==> config.mk <==
export PLATFORM = sky130hd
export DESIGN_NAME = ccd_core
export DESIGN_NICKNAME = d
export VERILOG_FILES = /design/src/logic/ccd_core.v /design/src/logic/ccd_fmem.v
export VERILOG_INCLUDE_DIRS = /design/src /design/src/logic
export SDC_FILE = /design/constraint.sdc
export NUM_CORES = 1
export LEC_CHECK = 0
export BUFFER_PORTS_ARGS = -buffer_cell sky130_fd_sc_hd__buf_2
export CAP_MARGIN = 40
export CELL_PAD_IN_SITES_DETAIL_PLACEMENT = 1
export CELL_PAD_IN_SITES_GLOBAL_PLACEMENT = 2
export CORE_MARGIN = 2
export CORE_UTILIZATION = 45
export DETAILED_ROUTE_END_ITERATION = 10
export PLACE_DENSITY = 0.82
export SYNTH_ARGS = -nofsm -noshare
export SYNTH_HDL_FRONTEND = slang
export SYNTH_SLANG_ARGS = --single-unit
==> constraint.sdc <==
create_clock -name i_ref_clk -period 4 [get_ports i_ref_clk]
set_input_delay 0.8 -clock i_ref_clk [delete_from_list [all_inputs] [get_ports i_ref_clk]]
set_output_delay 0.8 -clock i_ref_clk [all_outputs]
set_load 0.05 [all_outputs]
==> src/logic/ccd_consts.vh <==
`ifndef CCD_CONSTS_VH
`define CCD_CONSTS_VH
// operation codes on the instruction port
`define CCD_OP_CLR 3'h0
`define CCD_OP_COM 3'h1
`define CCD_OP_WDT 3'h2
`define CCD_OP_CMP 3'h3
`define CCD_OP_DAA 3'h4
`define CCD_OP_DSZ 3'h5
// destination select
`define CCD_DEST_ACC 1'b0
`define CCD_DEST_REG 1'b1
// bus map: 0x00..0x3F file registers
`define CCD_ADDR_ACC 7'h40
`define CCD_ADDR_STATUS 7'h41
// status field positions
`define CCD_ST_CARRY 0
`define CCD_ST_DIGIT 1
`define CCD_ST_ZERO 2
`define CCD_ST_PD 3
`define CCD_ST_TO 4
// reset values
`define CCD_ACC_RST 8'h00
`define CCD_STATUS_RST 5'h18
// decimal adjust
`define CCD_NIB_MAX 4'h9
`define CCD_ADJ_LO 8'h06
`define CCD_ADJ_HI 8'h60
`define CCD_HI_MAX 8'h99
// execution states
`define CCD_S_IDLE 2'h0
`define CCD_S_EXEC 2'h1
`define CCD_S_SKIP 2'h2
`endif

==> src/logic/ccd_core.v <==
`timescale 1ns/100ps
// Functional notes
// RL1: clear register, zero flag set, one cycle
// RL2: complement register, zero flag from result
// RL3: destination bit picks accumulator or register
// RL4: watchdog clear, prescaler clear, set status bits
// RL5: compare reg minus acc, only zero carry
// RL6: decimal adjust accumulator, only carry changes
// RL7: software adjusts right after add, interrupts off
// RL8: decrement stored before zero test
// RL9: zero result discards prefetch, two cycles
// RL10: compare carry set when no borrow
// RL11: zero flag set when result is zero
`include "ccd_consts.vh"
module ccd_core (
    input wire i_ref_clk,
    input wire i_sys_rst,
    input wire i_op_valid,
    input wire [2:0] i_op_code,
    input wire [5:0] i_op_addr,
    input wire i_op_dest,
    input wire i_presc_to_wdt,
    input wire [6:0] i_addr,
    input wire [7:0] i_wr_data,
    input wire i_wr,
    input wire i_rd,
    output wire [7:0] o_rd_data,
    output reg o_ready,
    output reg o_done,
    output reg o_skip,
    output reg o_wdt_clear,
    output reg o_presc_clear,
    output reg [7:0] o_acc,
    output reg o_zero,
    output reg o_carry
);
    reg [1:0] state_ff;
    reg [1:0] nxt_state;
    reg [2:0] op_ff;
    reg [5:0] addr_ff;
    reg dest_ff;
    reg [7:0] acc_ff;
    reg [4:0] status_ff;
    reg [7:0] nxt_acc;
    reg [4:0] nxt_status;
    reg mem_we;
    reg [7:0] mem_wdata;
    reg [5:0] mem_waddr;
    reg core_we;
    reg [7:0] core_wdata;
    reg do_skip;
    reg [7:0] rd_reg_ff;
    reg rd_mem_ff;
    wire [7:0] reg_q;
    wire [7:0] bus_q;
    wire [8:0] cmp_diff;
    wire [7:0] dsz_res;
    wire [8:0] daa_lo;
    wire [8:0] daa_res;
    wire daa_hi_need;

    function is_zero;
        input [7:0] v;
        begin
            is_zero = (v == 8'h00); // RL11
        end
    endfunction

    assign cmp_diff = {1'b0, reg_q} - {1'b0, acc_ff}; // RL5
    assign dsz_res = reg_q - 8'h01; // RL8
    // low digit correction first; its carry may push the high digit over
    assign daa_lo = ((acc_ff[3:0] > `CCD_NIB_MAX) ||
                     status_ff[`CCD_ST_DIGIT]) ?
                    ({1'b0, acc_ff} + {1'b0, `CCD_ADJ_LO}) :
                    {1'b0, acc_ff};
    assign daa_hi_need = status_ff[`CCD_ST_CARRY] ||
                         (acc_ff > `CCD_HI_MAX);
    assign daa_res = daa_hi_need ?
                     ({1'b0, daa_lo[7:0]} + {1'b0, `CCD_ADJ_HI}) :
                     daa_lo; // RL6

    always @* begin
        nxt_state = state_ff;
        nxt_acc = acc_ff;
        nxt_status = status_ff;
        core_we = 1'b0;
        core_wdata = 8'h00;
        do_skip = 1'b0;
        case (state_ff)
            `CCD_S_IDLE: begin
                // ready stays low for one cycle after reset; refuse there
                if (i_op_valid && o_ready) begin
                    nxt_state = `CCD_S_EXEC;
                end
            end
            `CCD_S_EXEC: begin
                nxt_state = `CCD_S_IDLE;
                case (op_ff)
                    `CCD_OP_CLR: begin
                        core_we = 1'b1; // RL1
                        core_wdata = 8'h00;
                        nxt_status[`CCD_ST_ZERO] = 1'b1;
                    end
                    `CCD_OP_COM: begin
                        nxt_status[`CCD_ST_ZERO] = is_zero(~reg_q); // RL2
                        if (dest_ff == `CCD_DEST_REG) begin
                            core_we = 1'b1; // RL3
                            core_wdata = ~reg_q;
                        end else begin
                            nxt_acc = ~reg_q;
                        end
                    end
                    `CCD_OP_WDT: begin
                        nxt_status[`CCD_ST_TO] = 1'b1; // RL4
                        nxt_status[`CCD_ST_PD] = 1'b1;
                    end
                    `CCD_OP_CMP: begin
                        nxt_status[`CCD_ST_ZERO] = is_zero(cmp_diff[7:0]);
                        nxt_status[`CCD_ST_CARRY] = ~cmp_diff[8]; // RL10
                    end
                    `CCD_OP_DAA: begin
                        nxt_acc = daa_res[7:0];
                        nxt_status[`CCD_ST_CARRY] = daa_res[8] |
                                                    daa_hi_need;
                    end
                    `CCD_OP_DSZ: begin
                        if (dest_ff == `CCD_DEST_REG) begin
                            core_we = 1'b1; // RL3
                            core_wdata = dsz_res;
                        end else begin
                            nxt_acc = dsz_res;
                        end
                        if (is_zero(dsz_res)) begin
                            do_skip = 1'b1; // RL9
                            nxt_state = `CCD_S_SKIP;
                        end
                    end
                    default: begin
                        nxt_state = `CCD_S_IDLE;
                    end
                endcase
            end
            `CCD_S_SKIP: begin
                nxt_state = `CCD_S_IDLE;
            end
            default: begin
                nxt_state = `CCD_S_IDLE;
            end
        endcase
    end

    // the core's own write wins; a bus write in that cycle is dropped
    always @* begin
        mem_we = core_we;
        mem_waddr = addr_ff;
        mem_wdata = core_wdata;
        if (!core_we && i_wr && !i_addr[6]) begin
            mem_we = 1'b1;
            mem_waddr = i_addr[5:0];
            mem_wdata = i_wr_data;
        end
    end

    ccd_fmem u_fmem (
        .i_ref_clk(i_ref_clk),
        .i_sys_rst(i_sys_rst),
        .i_we(mem_we),
        .i_waddr(mem_waddr),
        .i_wdata(mem_wdata),
        .i_ra_addr(i_op_addr),
        .o_ra_data(reg_q),
        .i_rb_addr(i_addr[5:0]),
        .o_rb_data(bus_q)
    );

    always @(posedge i_ref_clk) begin
        if (i_sys_rst) begin
            state_ff <= `CCD_S_IDLE;
            op_ff <= `CCD_OP_CLR;
            addr_ff <= 6'h00;
            dest_ff <= 1'b0;
            acc_ff <= `CCD_ACC_RST;
            status_ff <= `CCD_STATUS_RST;
            o_ready <= 1'b0;
            o_done <= 1'b0;
            o_skip <= 1'b0;
            o_wdt_clear <= 1'b0;
            o_presc_clear <= 1'b0;
            o_acc <= `CCD_ACC_RST;
            o_zero <= 1'b0;
            o_carry <= 1'b0;
            rd_reg_ff <= 8'h00;
            rd_mem_ff <= 1'b0;
        end else begin
            state_ff <= nxt_state;
            if (state_ff == `CCD_S_IDLE && i_op_valid && o_ready) begin
                op_ff <= i_op_code;
                addr_ff <= i_op_addr;
                dest_ff <= i_op_dest;
            end
            // software writes first; in an EXEC cycle the core rewrites acc_ff and
            // status_ff from its own result, so a software write in that cycle is lost
            if (i_wr && i_addr == `CCD_ADDR_ACC) begin
                acc_ff <= i_wr_data;
            end
            if (i_wr && i_addr == `CCD_ADDR_STATUS) begin
                status_ff <= i_wr_data[4:0];
            end
            if (state_ff == `CCD_S_EXEC) begin
                acc_ff <= nxt_acc;
                status_ff <= nxt_status;
            end
            o_ready <= (nxt_state == `CCD_S_IDLE);
            o_done <= (state_ff == `CCD_S_EXEC && !do_skip) ||
                      (state_ff == `CCD_S_SKIP); // RL9
            o_skip <= do_skip; // RL9
            o_wdt_clear <= (state_ff == `CCD_S_EXEC) &&
                           (op_ff == `CCD_OP_WDT); // RL4
            o_presc_clear <= (state_ff == `CCD_S_EXEC) &&
                             (op_ff == `CCD_OP_WDT) &&
                             i_presc_to_wdt; // RL4
            o_acc <= (state_ff == `CCD_S_EXEC) ? nxt_acc :
                     ((i_wr && i_addr == `CCD_ADDR_ACC) ?
                      i_wr_data : acc_ff);
            o_zero <= (state_ff == `CCD_S_EXEC) ?
                      nxt_status[`CCD_ST_ZERO] :
                      ((i_wr && i_addr == `CCD_ADDR_STATUS) ?
                       i_wr_data[`CCD_ST_ZERO] : status_ff[`CCD_ST_ZERO]);
            o_carry <= (state_ff == `CCD_S_EXEC) ?
                       nxt_status[`CCD_ST_CARRY] :
                       ((i_wr && i_addr == `CCD_ADDR_STATUS) ?
                        i_wr_data[`CCD_ST_CARRY] :
                        status_ff[`CCD_ST_CARRY]);
            rd_mem_ff <= i_rd && !i_addr[6];
            if (i_rd && i_addr == `CCD_ADDR_ACC) begin
                rd_reg_ff <= acc_ff;
            end else if (i_rd && i_addr == `CCD_ADDR_STATUS) begin
                rd_reg_ff <= {3'h0, status_ff};
            end else begin
                rd_reg_ff <= 8'h00;
            end
        end
    end

    // both legs are registers; the select avoids a second cycle of latency
    assign o_rd_data = rd_mem_ff ? bus_q : rd_reg_ff;
endmodule

==> src/logic/ccd_fmem.v <==
`timescale 1ns/100ps
// 64 x 8 file register array, one write port, two registered read ports
module ccd_fmem (
    input wire i_ref_clk,
    input wire i_sys_rst,
    input wire i_we,
    input wire [5:0] i_waddr,
    input wire [7:0] i_wdata,
    input wire [5:0] i_ra_addr,
    output reg [7:0] o_ra_data,
    input wire [5:0] i_rb_addr,
    output reg [7:0] o_rb_data
);
    reg [7:0] mem [0:63];

    always @(posedge i_ref_clk) begin
        if (i_we) begin
            mem[i_waddr] <= i_wdata;
        end
    end

    // read ports see the old word during a write to the same address
    always @(posedge i_ref_clk) begin
        if (i_sys_rst) begin
            o_ra_data <= 8'h00;
            o_rb_data <= 8'h00;
        end else begin
            o_ra_data <= mem[i_ra_addr];
            o_rb_data <= mem[i_rb_addr];
        end
    end
endmodule

==> metrics.txt <==
status finished, final reports clean; HP Class input pin to flip-flop; Num Clock Sinks 569; number of flops mapped to enable cells by yosys 512; Die H 251 microns; total CTS buffers 58; Mapped Area 27,400 sq um; hold slack 0.389 ns; Worst slew margin 0.383; reg-to-reg endpoint u_fmem.mem[62][7]; clock skew 0.0332 ns; R2R Setup Slk 0.82 ns; number of buffers added on ports 53; I/O Pins 54; leading register cell type out of synthesis edfxtp_1; Synth top cells by count edfxtp_1 (512), mux4_2 (268), nor2_1 (122), nand2_1 (96), dfxtp_1 (57); Critical Path Source op_ff[0]; gpl congestion 0.912; WP data required 4.23 ns; setup_tns 0 ns; VDD IR max 333 uV; cell with the most instances after synthesis edfxtp_1; footprint of the multi-input gates 10,200 sq um; reg2reg path depth 8; H-Tree Depth 2; top cells by area, synth edfxtp_1 (56%), mux4_2 (22%), dfxtp_1 (4.2%); DR top layer met5; Pwr per Cell Area 428 nW/um^2; Worst Tran Pin Value 0.918 ns; Core Rows 90; Starting DRT DRC Count 2,165; First-pass DRT Iterations 5; min cycle time layout 3.18 ns; Yosys top cell by area edfxtp_1; CTS Hold Bufs 0; Leak Pwr 10.4 nW; P&R area growth vs syn 14.6%; post-route ant nets 0; Post-Syn Nets 1,671; maximum operating frequency 314 MHz; grt ovf 0; fin nets 1,831; met3 routed wirelength 8.40 mm; Cell variety after synth 76; Synth Register Bits 569; clk slew on worst S/H paths 0.06 ns; largest net degree at the start of global routing 65; Core ar. 60,200 sq um; WL/cell 34.1 microns; synth warn 0; Post-route DRC 0; register area share after synthesis 0.603; # setup viols final 0; fill count 5,547; post-synth top area share 0.561; CP Max Fanout 13; initial antenna violation count 4; Setup Buffers After CTS 0; asr flop ratio synth 0; Starting Density 0.455; Final period util 0.795; worst-skew pair later-pin latency 0.64 ns; crit path kind flip-flop to flip-flop; WL met1 34.8 mm; met2 wire length 42.5 mm; Final Hold Viols 0; CTS tree done; instance count of the mapped netlist 1,627; PostCTS Resize Cnt 0; vias in the first global route 18,100; RSZ-0062 raised after global routing false; Detailed Route WL 89.3 mm; die area 62,900 sq um; GRT Resource Usage Total 0.287; vias 17,700; dpl hpwl 62.3 mm; Die Wd 251 microns; crit end category flip-flop; Slew Viols, Final 0; worst r2r src op_ff[0]; Avg Inst Size Synth 16.8 sq um; layout cells sized above 1 0.344; Critical Path End u_fmem.mem[62][7]; first-pass GRT wire length 131 mm; FF/Latch Area 16,500 sq um; max-cap violations 0; CP arrival 3.41 ns; clk root buf clkbuf_16; CP Launch Type flip-flop; Vias/cell 6.75; maximum clock path buffer count 3
worst min path at each step:
stage               endpoint           start  slack, ns  cells after the start
2_1_floorplan        dest_ff         dest_ff       0.44                      2
3_3_place_gp         dest_ff         dest_ff       0.47                      2
3_5_place_dp         dest_ff         dest_ff       0.47                      2
4_1_cts        o_presc_clear  i_presc_to_wdt       0.37                      2
5_1_grt        o_presc_clear  i_presc_to_wdt       0.38                      2
6_report       o_presc_clear  i_presc_to_wdt       0.39                      2
stage by stage:
step | setup WS, ns | utilization | total power, mW | std cells | area, sq um
floorplan | 1.01 | - | 7.45 | 1627 | 27400
global placement | 0.587 | 0.488 | 7.90 | 2506 | 29400
detailed placement | 0.385 | 0.489 | 7.93 | 2509 | 29400
CTS | 0.870 | 0.521 | 13.5 | 2615 | 31400
global route | 0.693 | 0.521 | 13.7 | 2615 | 31400
finish | 0.820 | 0.521 | 13.4 | 2616 | 31400
power by group:
group | total, mW | switching (mW) | internal (mW)
Combinational | 1.28 | 0.766 | 0.510
Sequential | 6.55 | 0.0541 | 6.50
Clock | 5.62 | 2.33 | 3.29
registers in the layout (all words and copies together) (netlist names), 2 cells and up:
name	flops
u_fmem.o_rb_data	8
status_ff	5
rd_reg_ff	8
addr_ff	6
u_fmem.mem	512
acc_ff	8
state_ff	2
op_ff	3
u_fmem.o_ra_data	8
kinds of logic (layout without fill, tap and decap cells):
kind of cell / Yosys count / count (layout) / share of synthesized area
flops: 569 / 569 / 0.603
mux: 344 / 344 / 0.249
simple gates: 337 / 337 / 0.0579
compound gates: 218 / 218 / 0.0544
buf+inv: 133 / 339 / 0.0256
fa+ha+maj: 13 / 13 / 0.00594
xor+xnor: 13 / 13 / 0.00416
other cells: 0 / 1 / 0
layout make-up:
class	instances	share of cell area
diodes	1	0.0000797
clock buffers	78	0.0518
clock inverters	28	0.0102
inverters	17	0.00203
multi-input cells	925	0.325
flip-flops and latches	569	0.526
well taps	782	0.0312
repair buffers	216	0.0540
cells in the final DEF, fill, tap and decap left out, types with 7 or more instances in the layout:
master,n
clkbuf_8,7
nand3_1,22
nor2b_1,23
o22ai_1,23
buf_2,47
o21ai_0,41
mux2_2,27
edfxtp_1,512
dfxtp_1,57
nor2_1,122
xor2_1,7
buf_4,151
a211oi_1,20
clkbuf_16,59
nand2_1,96
nor3b_1,7
buf_12,14
a22o_2,8
inv_1,17
nand2b_1,15
o31ai_1,10
mux4_2,268
clkbuf_1,10
o221ai_1,11
mux2i_1,49
a21oi_1,40
a31oi_1,10
nor3_1,14
clkinv_2,12
ha_1,13
bufinv_16,7
metal layers:
metal  vias to the layer above  GRT usage
li1                       7040          -
met1                      9298      0.392
met2                      1130      0.463
met3                       178     0.0536
met4                         4      0.105
met5                         -          0
critical path, cell delays in order (launching register included):
cell      delay (ns)
dfxtp_1         0.33
nand2b_1        0.30
nand4b_4        0.22
and2_1          0.28
buf_4           0.21
o21ai_0         0.26
nand2_1         0.25
buf_4           0.26
nor2_1          0.69
No activity file was read; power rests on OpenSTA's default activity.
